<file path="src/rtl/uart_cfg_pkg.sv">
// Shared constants for the configurable UART transmit block
package uart_cfg_pkg;
  // Register indices; byte address is four times the index
  localparam logic [2:0] IDX_DIV_LOW  = 3'h0;
  localparam logic [2:0] IDX_TX_HOLD  = 3'h0;
  localparam logic [2:0] IDX_DIV_HIGH = 3'h1;
  localparam logic [2:0] IDX_FIFO_CTL = 3'h2;
  localparam logic [2:0] IDX_ENH_FEAT = 3'h2;
  localparam logic [2:0] IDX_LINE_CFG = 3'h3;
  localparam logic [2:0] IDX_STATUS   = 3'h5;
  localparam logic [2:0] IDX_DIV_FRAC = 3'h7;
  // Line configuration codes and fields
  localparam logic [7:0] LINE_ENH_KEY  = 8'hbf;
  localparam int         LINE_DIV_BIT  = 7;
  // Enhanced feature and fifo control fields
  localparam int         ENH_EN_BIT    = 4;
  localparam int         FIFO_EN_BIT   = 0;
  localparam int         TX_CLR_BIT    = 2;
  // Baud generation and word length
  localparam int         OVERSAMPLE    = 16;
  localparam int         FRAC_BITS     = 6;
  localparam logic [21:0] FRAC_STEP    = 22'h000040;
  localparam int         MIN_WORD_BITS = 5;
  // Values after reset
  localparam logic [7:0] LINE_RESET    = 8'h03;
  localparam logic [7:0] DIV_LOW_RESET = 8'h01;
  localparam logic [7:0] ZERO_RESET    = 8'h00;
endpackage

</file>
<file path="src/rtl/uart_baud_fifo_setup.sv">
// UART with paged registers, fractional baud divisor, transmit fifo and shifter
// Notes on behaviour
// RULE1: Host programs divisor, then line format, then resets fifos before sending.
// RULE2: Each bit lasts sixteen baud ticks; tick rate is clock over divisor.
// RULE3: Fraction register adds divisor steps of one sixty-fourth when enhanced.
// RULE4: Line config value 0xbf opens the enhanced feature register page.
// RULE5: On that page index 2 is enhanced feature; bit 4 enables fraction.
// RULE6: Line config 0x93 exposes divisor page, eight bits, no parity, one stop.
// RULE7: Divisor page: low byte index 0, high byte 1, fraction 7.
// RULE8: Line config 0x13 restores normal map keeping eight-bit format.
// RULE9: Fifo control 0x06 clears fifos; 0x01 enables fifo operation.
// RULE10: Holding write queues the byte; the shifter then sends it.
// RULE11: Frame is low start, data lsb first, high stop, then next byte.
//
// The Wishbone register port is this design's own decision.
`timescale 1ns/1ps
module uart_baud_fifo_setup #(
  parameter int DEPTH = 128
) (
  // Clock and reset
  input  wire logic        i_clock,
  input  wire logic        i_resetn,
  // Wishbone slave
  input  wire logic        i_wb_cyc,
  input  wire logic        i_wb_stb,
  input  wire logic        i_wb_we,
  input  wire logic [4:0]  i_wb_adr,
  input  wire logic [3:0]  i_wb_sel,
  input  wire logic [31:0] i_wb_dat,
  output logic      [31:0] o_wb_dat,
  output logic             o_wb_ack,
  // Serial line
  output logic             o_tx
);
  localparam int AW = $clog2(DEPTH);

  // Page decode shared by read and write paths
  function automatic logic [1:0] page_of(input logic [7:0] line_config);
    if (line_config == uart_cfg_pkg::LINE_ENH_KEY) page_of = 2'h2;
    else if (line_config[uart_cfg_pkg::LINE_DIV_BIT]) page_of = 2'h1;
    else page_of = 2'h0;
  endfunction

  logic [7:0]  line_cfg_q;
  logic [7:0]  enh_feat_q;
  logic [7:0]  div_low_q;
  logic [7:0]  div_high_q;
  logic [7:0]  div_frac_q;
  logic        fifo_en_q;
  logic        ack_q;
  logic [31:0] rdat_q;
  logic [7:0]  mem [DEPTH];
  logic [AW-1:0] wp_q;
  logic [AW-1:0] rp_q;
  logic [AW:0]   cnt_q;
  logic [21:0] acc_q;
  logic        active_q;
  logic [3:0]  slot_q;
  logic [3:0]  os_q;
  logic [7:0]  sh_q;
  logic        tx_q;

  // Bus decode
  wire         req      = i_wb_cyc & i_wb_stb;
  wire         wr       = req & ack_q & i_wb_we & i_wb_sel[0];
  wire [2:0]   idx      = i_wb_adr[4:2];
  wire [7:0]   wdat     = i_wb_dat[7:0];
  wire [1:0]   page     = page_of(line_cfg_q);
  wire         pg_norm  = (page == 2'h0);
  wire         pg_div   = (page == 2'h1);
  wire         pg_enh   = (page == 2'h2);
  wire         wr_line  = wr & (idx == uart_cfg_pkg::IDX_LINE_CFG);
  wire         wr_enh   = wr & pg_enh & (idx == uart_cfg_pkg::IDX_ENH_FEAT);
  wire         wr_low   = wr & pg_div & (idx == uart_cfg_pkg::IDX_DIV_LOW);
  wire         wr_high  = wr & pg_div & (idx == uart_cfg_pkg::IDX_DIV_HIGH);
  wire         wr_frac  = wr & pg_div & (idx == uart_cfg_pkg::IDX_DIV_FRAC);
  wire         wr_fifo  = wr & pg_norm & (idx == uart_cfg_pkg::IDX_FIFO_CTL);
  wire         wr_hold  = wr & pg_norm & (idx == uart_cfg_pkg::IDX_TX_HOLD);

  // Fifo status and control
  wire         empty    = (cnt_q == '0);
  wire         full     = fifo_en_q ? (cnt_q == (AW+1)'(DEPTH)) : !empty;
  wire         tx_clr   = wr_fifo & wdat[uart_cfg_pkg::TX_CLR_BIT];
  wire         push     = wr_hold & !full & !tx_clr;
  wire         pop      = !active_q & !empty & !tx_clr;

  // Baud tick: accumulate in 1/64 clock units against the divisor
  wire [5:0]   frac     = enh_feat_q[uart_cfg_pkg::ENH_EN_BIT] ? div_frac_q[5:0] : 6'h00;
  wire [21:0]  dfull    = {div_high_q, div_low_q, frac};
  wire [21:0]  acc_n    = acc_q + uart_cfg_pkg::FRAC_STEP;
  wire         tick     = (dfull != '0) & (acc_n >= dfull);

  // Shifter frame positions
  wire [3:0]   nbits    = 4'(uart_cfg_pkg::MIN_WORD_BITS) + {2'h0, line_cfg_q[1:0]};
  wire [3:0]   last     = nbits + 4'h1;
  wire         bit_end  = active_q & tick & (os_q == 4'(uart_cfg_pkg::OVERSAMPLE - 1));
  wire         tx_d     = !active_q ? 1'b1 : (slot_q == 4'h0) ? 1'b0 :
                          (slot_q == last) ? 1'b1 : sh_q[0];

  // Read data selection
  wire [7:0]   status   = {5'h00, full, empty & !active_q, empty};
  wire [7:0]   rd_val   =
    (idx == uart_cfg_pkg::IDX_LINE_CFG)          ? line_cfg_q :
    (pg_enh & idx == uart_cfg_pkg::IDX_ENH_FEAT) ? enh_feat_q :
    (pg_div & idx == uart_cfg_pkg::IDX_DIV_LOW)  ? div_low_q  :
    (pg_div & idx == uart_cfg_pkg::IDX_DIV_HIGH) ? div_high_q :
    (pg_div & idx == uart_cfg_pkg::IDX_DIV_FRAC) ? div_frac_q :
    (pg_norm & idx == uart_cfg_pkg::IDX_STATUS)  ? status     : 8'h00;

  assign o_wb_ack = ack_q;
  assign o_wb_dat = rdat_q;
  assign o_tx     = tx_q;

  // Bus acknowledge and read data
  always_ff @(posedge i_clock or negedge i_resetn) begin
    if (!i_resetn) begin
      ack_q  <= 1'b0;
      rdat_q <= 32'h0;
    end else begin
      ack_q  <= req & !ack_q;
      rdat_q <= (req & !ack_q & !i_wb_we) ? {24'h0, rd_val} : 32'h0;
    end
  end

  // Configuration registers
  always_ff @(posedge i_clock or negedge i_resetn) begin
    if (!i_resetn) begin
      line_cfg_q <= uart_cfg_pkg::LINE_RESET;
      enh_feat_q <= uart_cfg_pkg::ZERO_RESET;
      div_low_q  <= uart_cfg_pkg::DIV_LOW_RESET;
      div_high_q <= uart_cfg_pkg::ZERO_RESET;
      div_frac_q <= uart_cfg_pkg::ZERO_RESET;
      fifo_en_q  <= 1'b0;
    end else begin
      if (wr_line) line_cfg_q <= wdat;  // see RULE4 RULE6 RULE8
      if (wr_enh)  enh_feat_q <= wdat;  // see RULE5
      if (wr_low)  div_low_q  <= wdat;  // see RULE7
      if (wr_high) div_high_q <= wdat;  // see RULE7
      if (wr_frac) div_frac_q <= wdat;  // see RULE7 RULE3
      if (wr_fifo) fifo_en_q  <= wdat[uart_cfg_pkg::FIFO_EN_BIT];  // see RULE9
    end
  end

  // Baud accumulator
  always_ff @(posedge i_clock or negedge i_resetn) begin
    if (!i_resetn) acc_q <= '0;
    else if (dfull == '0) acc_q <= '0;
    else acc_q <= tick ? acc_n - dfull : acc_n;  // see RULE2 RULE3
  end

  // Fifo storage; without fifo mode it acts as a single holding slot
  always_ff @(posedge i_clock) begin
    if (push) mem[wp_q] <= wdat;  // see RULE10
  end

  // Fifo pointers; clearing wins over queueing in the same write
  always_ff @(posedge i_clock or negedge i_resetn) begin
    if (!i_resetn) begin
      wp_q  <= '0;
      rp_q  <= '0;
      cnt_q <= '0;
    end else if (tx_clr) begin  // see RULE9
      wp_q  <= '0;
      rp_q  <= '0;
      cnt_q <= '0;
    end else begin
      if (push) wp_q <= wp_q + 1'b1;
      if (pop)  rp_q <= rp_q + 1'b1;
      cnt_q <= cnt_q + (AW+1)'(push) - (AW+1)'(pop);
    end
  end

  // Transmit shifter
  always_ff @(posedge i_clock or negedge i_resetn) begin
    if (!i_resetn) begin
      active_q <= 1'b0;
      slot_q   <= 4'h0;
      os_q     <= 4'h0;
      sh_q     <= 8'h00;
      tx_q     <= 1'b1;
    end else begin
      tx_q <= tx_d;  // see RULE11
      if (pop) begin  // see RULE10
        active_q <= 1'b1;
        slot_q   <= 4'h0;
        os_q     <= 4'h0;
        sh_q     <= mem[rp_q];
      end else if (active_q & tick) begin
        os_q <= os_q + 4'h1;  // see RULE2
        if (bit_end) begin
          if (slot_q == last) active_q <= 1'b0;  // see RULE11
          else slot_q <= slot_q + 4'h1;
          if (slot_q != 4'h0) sh_q <= {1'b0, sh_q[7:1]};  // see RULE11
        end
      end
    end
  end
endmodule

</file>
<file path="config.mk">
export PLATFORM = sky130hd
export DESIGN_NAME = uart_baud_fifo_setup
export DESIGN_NICKNAME = d
export VERILOG_FILES = /design/src/rtl/uart_cfg_pkg.sv /design/src/rtl/uart_baud_fifo_setup.sv
export SDC_FILE = /design/constraint.sdc
export NUM_CORES = 1
export LEC_CHECK = 0
export ABC_CLOCK_PERIOD_IN_PS = 3150
export BUFFER_PORTS_ARGS = -buffer_cell sky130_fd_sc_hd__buf_2
export CAP_MARGIN = 40
export CORE_MARGIN = 2
export CORE_UTILIZATION = 40
export CTS_CLUSTER_DIAMETER = 150
export DETAILED_ROUTE_END_ITERATION = 6
export HOLD_SLACK_MARGIN = 0.08
export PLACE_DENSITY = 0.57
export SLEW_MARGIN = 20
export SYNTH_ARGS = -nofsm -noshare
export SYNTH_HDL_FRONTEND = slang
export SYNTH_SLANG_ARGS = --single-unit
export TNS_END_PERCENT = 100
</file>
<file path="constraint.sdc">
create_clock -name i_clock -period 3.15 [get_ports i_clock]
set_input_delay 0.1575 -clock i_clock [delete_from_list [all_inputs] [get_ports i_clock]]
set_output_delay 0.1575 -clock i_clock [all_outputs]
set_load 0.1 [all_outputs]
</file>
==> results of run 1 <==
-- synthesized netlist by cell type (all sizes together), types with 3 or more instances --
master / count
xor2: 23
or3: 8
a31oi: 11
mux4: 268
mux2i: 93
a21oi: 55
nand4b: 3
a221o: 6
and3: 18
mux2: 32
o22ai: 30
o21a: 5
o211ai: 8
nand4: 18
nand2b: 3
buf: 109
nand3b: 3
clkbuf: 41
nor3b: 3
dfrtp: 108
ha: 40
dfstp: 4
o221ai: 7
a22oi: 10
xnor2: 27
a21o: 5
nor4: 7
nand2: 83
o21bai: 5
o21ai: 54
nor2b: 26
nor2: 204
edfxtp: 1024
nor3: 20
o41ai: 3
a211oi: 30
nand3: 35
a222oi: 4
inv: 40
-- final cells by class --
class	count	share of cell area (%)
clock inverters	73	1.33
well taps	1524	3.45
clock buffers	144	5.56
multi-input cells	1202	22.5
diodes	1	0.00453
flip-flops and latches	1136	60.7
repair buffers	391	6.14
inverters	40	0.276
-- state kept, by name (all words and copies together) (netlist names) --
signal,cells
mem,1024
acc_q,22
cnt_q,8
div_frac_q,8
div_high_q,8
div_low_q,8
enh_feat_q,8
line_cfg_q,8
o_wb_dat,8
sh_q,8
rp_q,7
wp_q,7
os_q,4
slot_q,4
active_q,1
fifo_en_q,1
o_tx,1
o_wb_ack,1
-- critical path, stage by stage, from the launching register on --
cell     delay [ns]
dfrtp_1        0.35
and3_4         0.18
and3_4         0.19
nand4_1        0.16
nor2_2         0.20
nand3_2        0.12
xnor2_2        0.16
ha_1           0.31
nand4_1        0.18
nor2_1         0.06
a211o_1        0.28
o41ai_4        0.39
o21a_4         0.28
buf_6          0.15
nor3_2         0.06
mux2i_1        0.19
nor2_1         0.06
-- worst paths after layout --
check | end | slack [ns] | from | cells past startpoint
max in group asynchronous | o_wb_ack | 1.96 | i_resetn | 4
setup / recovery | slot_q[1] | -0.32 | acc_q[10] | 16
hold / removal | mem[16][2] | 0.13 | i_wb_dat[2] | 2
hold reg to reg | o_wb_ack | 0.51 | o_wb_ack | 1
setup reg to reg | slot_q[1] | -0.32 | acc_q[10] | 16
min in group asynchronous | o_wb_dat[4] | 0.35 | i_resetn | 3
-- stage by stage --
step | total power, mW | hold slack, ns | setup TNS (ns) | area (um2)
floorplan | 18.0 | -0.138 | -1.70 | 46900
global placement | 18.6 | 0.282 | -9.51 | 50800
detailed placement | 18.7 | 0.295 | -13.23 | 50800
CTS | 32.4 | 0.0871 | -8.33 | 55000
global route | 33.2 | 0.130 | -17.05 | 55300
finish | 32.2 | 0.134 | -7.67 | 55300
-- power groups by stage --
stage	sequential (mW)	clock [mW]	combinational, mW
global route	16.5	14.5	2.15
global placement	16.8	0	1.76
CTS	16.5	14.0	1.90
detailed placement	16.8	0	1.81
floorplan	16.8	0	1.12
finish	16.5	13.7	1.99
-- per-layer routing --
metal	share of wire, %	vias up	GRT usage, %
li1	-	10845	-
met1	44	13133	26.0
met2	49	649	31.1
met3	4.9	164	2.96
met4	2.4	0	5.04
met5	0	-	0
-- cells by family (layout without fill, tap and decap cells) --
logic type,after synthesis,in the layout,share of synthesized area [%]
other,1,25,0.00804
buffers and inverters,190,648,2.25
AND/OR/NAND/NOR,443,444,4.39
adder cells (fa/ha/maj),42,42,1.16
flip-flops,1136,1136,71.9
XOR/XNOR,50,50,0.939
multiplexers,393,393,15.9
AO/OA/AOI/OAI,249,249,3.45
-- timing repair --
item	in CTS	in global routing
gates cloned	0	1
hold endpoints to repair	378	57
gates resized for setup	15	35
hold buffers	19	1
setup buffers	12	12
pin swaps	26	42
setup endpoints to repair	41	185
==> flow_summary.json, run 1 <==
{
  "status": "finished, violations left",
  "violations": "setup timing",
  "wl_per_cell_um": 25.0,
  "fin_cells": 4511,
  "power.share.sequential_pct": 51.3,
  "die_w_um": 346,
  "synth.avg_cell_area_um2": 18.6,
  "synth_edf_count": 1024,
  "path_max_fanout": 5,
  "grt_usage_pct": 18.8,
  "final_cell_mix": "1024 x edfxtp_1, 314 x buf_4, 245 x mux4_2",
  "grt_pass1_vias": 25729,
  "seq_area_mm2": 0.0336,
  "pre_cts_slack_ns": -0.567,
  "first_pass_iters": 5,
  "routed_via_density": 5.50,
  "synth_top_area_share_pct": 65.9,
  "ant_nets": 0,
  "coreArea_mm2": 0.116,
  "ys_types": 75,
  "layout_commonest_cell": "edfxtp_1",
  "drv_slew": 0,
  "drc": 0,
  "p_sw_mw": 6.99,
  "dp_hpwl_mm": 71.6,
  "syn_inst": 2504,
  "port_buffers": 26,
  "clk_pin_slew_ns": 0.06,
  "nets": 2977,
  "hold_viol_final": 0,
  "die_area_mm2": 0.119,
  "swShare_pct": 21.7,
  "drt_iter0_drc": 2132,
  "power.density_mw_per_mm2": 583,
  "critical_path_arrival_ns": 4.05,
  "multiInputGateArea_mm2": 0.0124,
  "placementRows": 125,
  "synthArstFlopShare_pct": 9.86,
  "p_int_mw": 25.2,
  "slew_headroom_pct": 48.8,
  "p_leak_nw": 19.7,
  "critPathCaptureType": "flop",
  "achievable-frequency_ghz": 0.288,
  "power_frac_clock_pct": 42.5,
  "setup_violations": 39,
  "ys.flop_type": "edfxtp_1",
  "die_h_um": 346,
  "criticalPathCategory": "flop to flop",
  "syn_to_final_growth_pct": 18.5,
  "cts_buffers": 118,
  "combPwrFrac_pct": 6.2,
  "min_path_type": "primary input to flop",
  "layout_worst_path_cycle_share_pct": 110,
  "cts_sinks": 1136,
  "fillCellCount": 9597,
  "drv.max_cap_violation_count": 0,
  "htreeDepth": 3,
  "ir_drop_mv": 0.389,
  "rsz0062_at_grt": "yes",
  "clockBufferDepth": 3,
  "start_util_pct": 40.3,
  "yosys-top-cells-area": "edfxtp_1 66%, mux4_2 12%, dfrtp_1 5.8%",
  "grt_max_degree": 91,
  "gp_congestion": 0.862,
  "synth_top_cell_by_area": "edfxtp_1",
  "cts-root-buf": "clkbuf_16",
  "clock_skew_ns": 0.0259,
  "grt_pass1_wl_mm": 168,
  "ys_warn_count": 0,
  "cp_data_required_time_ns": 3.73,
  "cts_tree": "yes",
  "wirelength_mm": 113,
  "finalWorstSetupSlack_ns": -0.321,
  "place_inst": 4245,
  "layout-drive-gt1-share_pct": 29.8,
  "tightest_slew_ns": 0.768,
  "route.vias.total": 24791,
  "syn_area_mm2": 0.0467,
  "clk_latency_ns": 0.71,
  "finalCriticalPeriod_ns": 3.47,
  "start_kind": "flop",
  "overflow": 0,
  "synth_seq_area_share_pct": 71.9,
  "io_pins": 80,
  "antenna_found_initial": 0,
  "fin_util_pct": 47.7,
  "ys_ff_latch": 1136
}
(Power assumes the default switching activity.)
==> run 2: changes to the inputs <==
--- a/config.mk
+++ b/config.mk
@@ -14,8 +14,7 @@
 export DETAILED_ROUTE_END_ITERATION = 6
 export HOLD_SLACK_MARGIN = 0.08
 export PLACE_DENSITY = 0.57
-export SLEW_MARGIN = 20
+export SETUP_SLACK_MARGIN = 0.15
 export SYNTH_ARGS = -nofsm -noshare
 export SYNTH_HDL_FRONTEND = slang
 export SYNTH_SLANG_ARGS = --single-unit
-export TNS_END_PERCENT = 100
==> flow_summary.json, run 2 (synthesis results as in run 1) <==
{
  "critical_path_arrival_ns": 4.14,
  "largestRegisters": "mem: 1024 flops, acc_q: 22 flops",
  "die_w_um": 346,
  "cpMaxStageDelayCell": "dfrtp_1",
  "cts_tree": "yes",
  "die_h_um": 346,
  "drv.max_cap_violation_count": 0,
  "place_inst": 4265,
  "layout-drive-gt1-share_pct": 33.8,
  "grt_max_degree": 134,
  "htreeDepth": 3,
  "status": "finished, violations left",
  "slowest_delay_ns": 0.36,
  "ant_nets": 0,
  "die_area_mm2": 0.119,
  "critPathCaptureType": "flop",
  "p_leak_nw": 20.1,
  "fin_util_pct": 48.9,
  "finalCriticalPeriod_ns": 3.55,
  "wirelength_mm": 113,
  "layout_commonest_cell": "edfxtp_1",
  "grt_pass1_vias": 25777,
  "cpMostUsedCell": "nor2_1",
  "path_max_fanout": 5,
  "fin_cells": 4544,
  "grt_pass1_wl_mm": 167,
  "drt_iter0_drc": 2297,
  "achievable-frequency_ghz": 0.282,
  "coreArea_mm2": 0.116,
  "cts_sinks": 1136,
  "path_buf_inv": 3,
  "io_pins": 80,
  "nets": 3011,
  "largest_register_ff_count": 1024,
  "clk_pin_slew_ns": 0.06,
  "cp_data_required_time_ns": 3.74,
  "setup_violations": 39,
  "top_register": "mem",
  "whs_ns": 0.142,
  "antenna_found_initial": 1,
  "violations": "setup timing",
  "clk_latency_ns": 0.71,
  "cts_buffers": 116,
  "ir_drop_mv": 0.429,
  "overflow": 0,
  "clockBufferDepth": 3,
  "syn_to_final_growth_pct": 21.4,
  "antenna_cells": 0,
  "gp_congestion": 0.849,
  "port_buffers": 26,
  "first_pass_iters": 6,
  "grt_usage_pct": 18.6,
  "rsz0062_at_grt": "yes",
  "power.density_mw_per_mm2": 563,
  "critPathTopFamily": "compound AO/OA/AOI/OAI gates",
  "path_cells": "and3_4 -> and3_4 -> nand4_1 -> buf_4 -> nor2_1 -> xor2_1 -> ha_1 -> a21oi_2 -> nor2_1 -> a211o_1 -> o41ai_4 -> o21a_1 -> buf_12 -> buf_12 -> nor3_4 -> mux2i_1 -> nor2_1",
  "start_util_pct": 40.3,
  "drv_slew": 0,
  "drc": 0,
  "route.vias.total": 25069,
  "final_cell_mix": "1024 x edfxtp_1, 256 x buf_4, 245 x mux4_2",
  "criticalPathCategory": "flop to flop",
  "finalWorstSetupSlack_ns": -0.398,
  "placementRows": 125,
  "start_kind": "flop",
  "hold_viol_final": 0,
  "slew_headroom_pct": 44.3,
  "cts-root-buf": "clkbuf_16",
  "clock_skew_ns": 0.0245,
  "wl_per_cell_um": 24.8,
  "dp_hpwl_mm": 70.5,
  "routed_via_density": 5.52,
  "tightest_slew_ns": 0.829,
  "min_path_type": "primary input to flop",
  "layout_worst_path_cycle_share_pct": 113
}
==> run 2: cell count changes in the layout (fill, tap and decap cells not counted), sizes merged <==
cell | previous run | this run
bufinv | 12 | 9
clkinv | 47 | 49
dlygate4sd3 | 20 | 18
clkinvlp | 9 | 10
diode | 1 | 0
buf | 371 | 405
clkbuf | 144 | 146
==> run 2: routing by layer <==
layer / up-vias / part of all wire, % / GRT usage (%)
li1: 10922 / - / -
met1: 13154 / 43 / 25.6
met2: 821 / 49 / 30.1
met3: 172 / 5.6 / 3.33
met4: 0 / 2.6 / 6.06
met5: - / 0 / 0
==> run 2: metrics by stage <==
stage	instance area [um2]	setup TNS [ns]	worst slack (ns)	power, mW
finish	56600	-10.99	-0.398	31.9
global placement	51100	-9.07	-0.342	18.6
global route	56600	-18.08	-0.553	32.9
CTS	55400	-8.66	-0.350	32.1
floorplan	47000	-1.90	-0.223	18.0
detailed placement	51100	-12.87	-0.450	18.7
==> run 2: path summary, 6_finish.rpt <==
| check | from | to | slack (ns) | depth (start not counted) |
|---|---|---|---|---|
| setup / recovery | acc_q[10] | slot_q[1] | -0.40 | 17 |
| hold / removal | i_wb_dat[2] | mem[31][2] | 0.14 | 2 |
| setup reg to reg | acc_q[10] | slot_q[1] | -0.40 | 17 |
| hold reg to reg | o_wb_ack | o_wb_ack | 0.51 | 1 |
| max in group asynchronous | i_resetn | acc_q[11] | 1.69 | 5 |
| min in group asynchronous | i_resetn | div_frac_q[6] | 0.56 | 4 |
==> run 2: what timing repair did <==
item	4_1_cts	5_1_grt
endpoints found under the hold margin	330	30
setup endpoints to repair	191	283
gates cloned	2	4
buffers inserted	21	17
pin swaps	45	80
resized for setup	39	258
hold buffers	17	1
==> run 2: layout make-up <==
type | instances | area [um2]
Multi-Input combinational cell | 1202 | 13000
Clock buffer | 142 | 3040
Timing Repair Buffer | 427 | 4260
Tap cell | 1524 | 1910
Fill cell | 9442 | 59200
Sequential cell | 1136 | 33600
Clock inverter | 73 | 677
Inverter | 40 | 155
==> run 2: power breakdown <==
part           internal [mW]  switching, mW  total [mW]
combinational          0.854           1.18        2.03
sequential              16.5         0.0521        16.5
clock                   7.61           5.73        13.3
==> run 2: worst reg2reg max path, stage by stage (launching register included) <==
cell	delay [ns]
dfrtp_1	0.36
and3_4	0.18
and3_4	0.20
nand4_1	0.15
buf_4	0.19
nor2_1	0.12
xor2_1	0.22
ha_1	0.30
a21oi_2	0.19
nor2_1	0.06
a211o_1	0.28
o41ai_4	0.34
o21a_1	0.22
buf_12	0.14
buf_12	0.13
nor3_4	0.05
mux2i_1	0.25
nor2_1	0.08
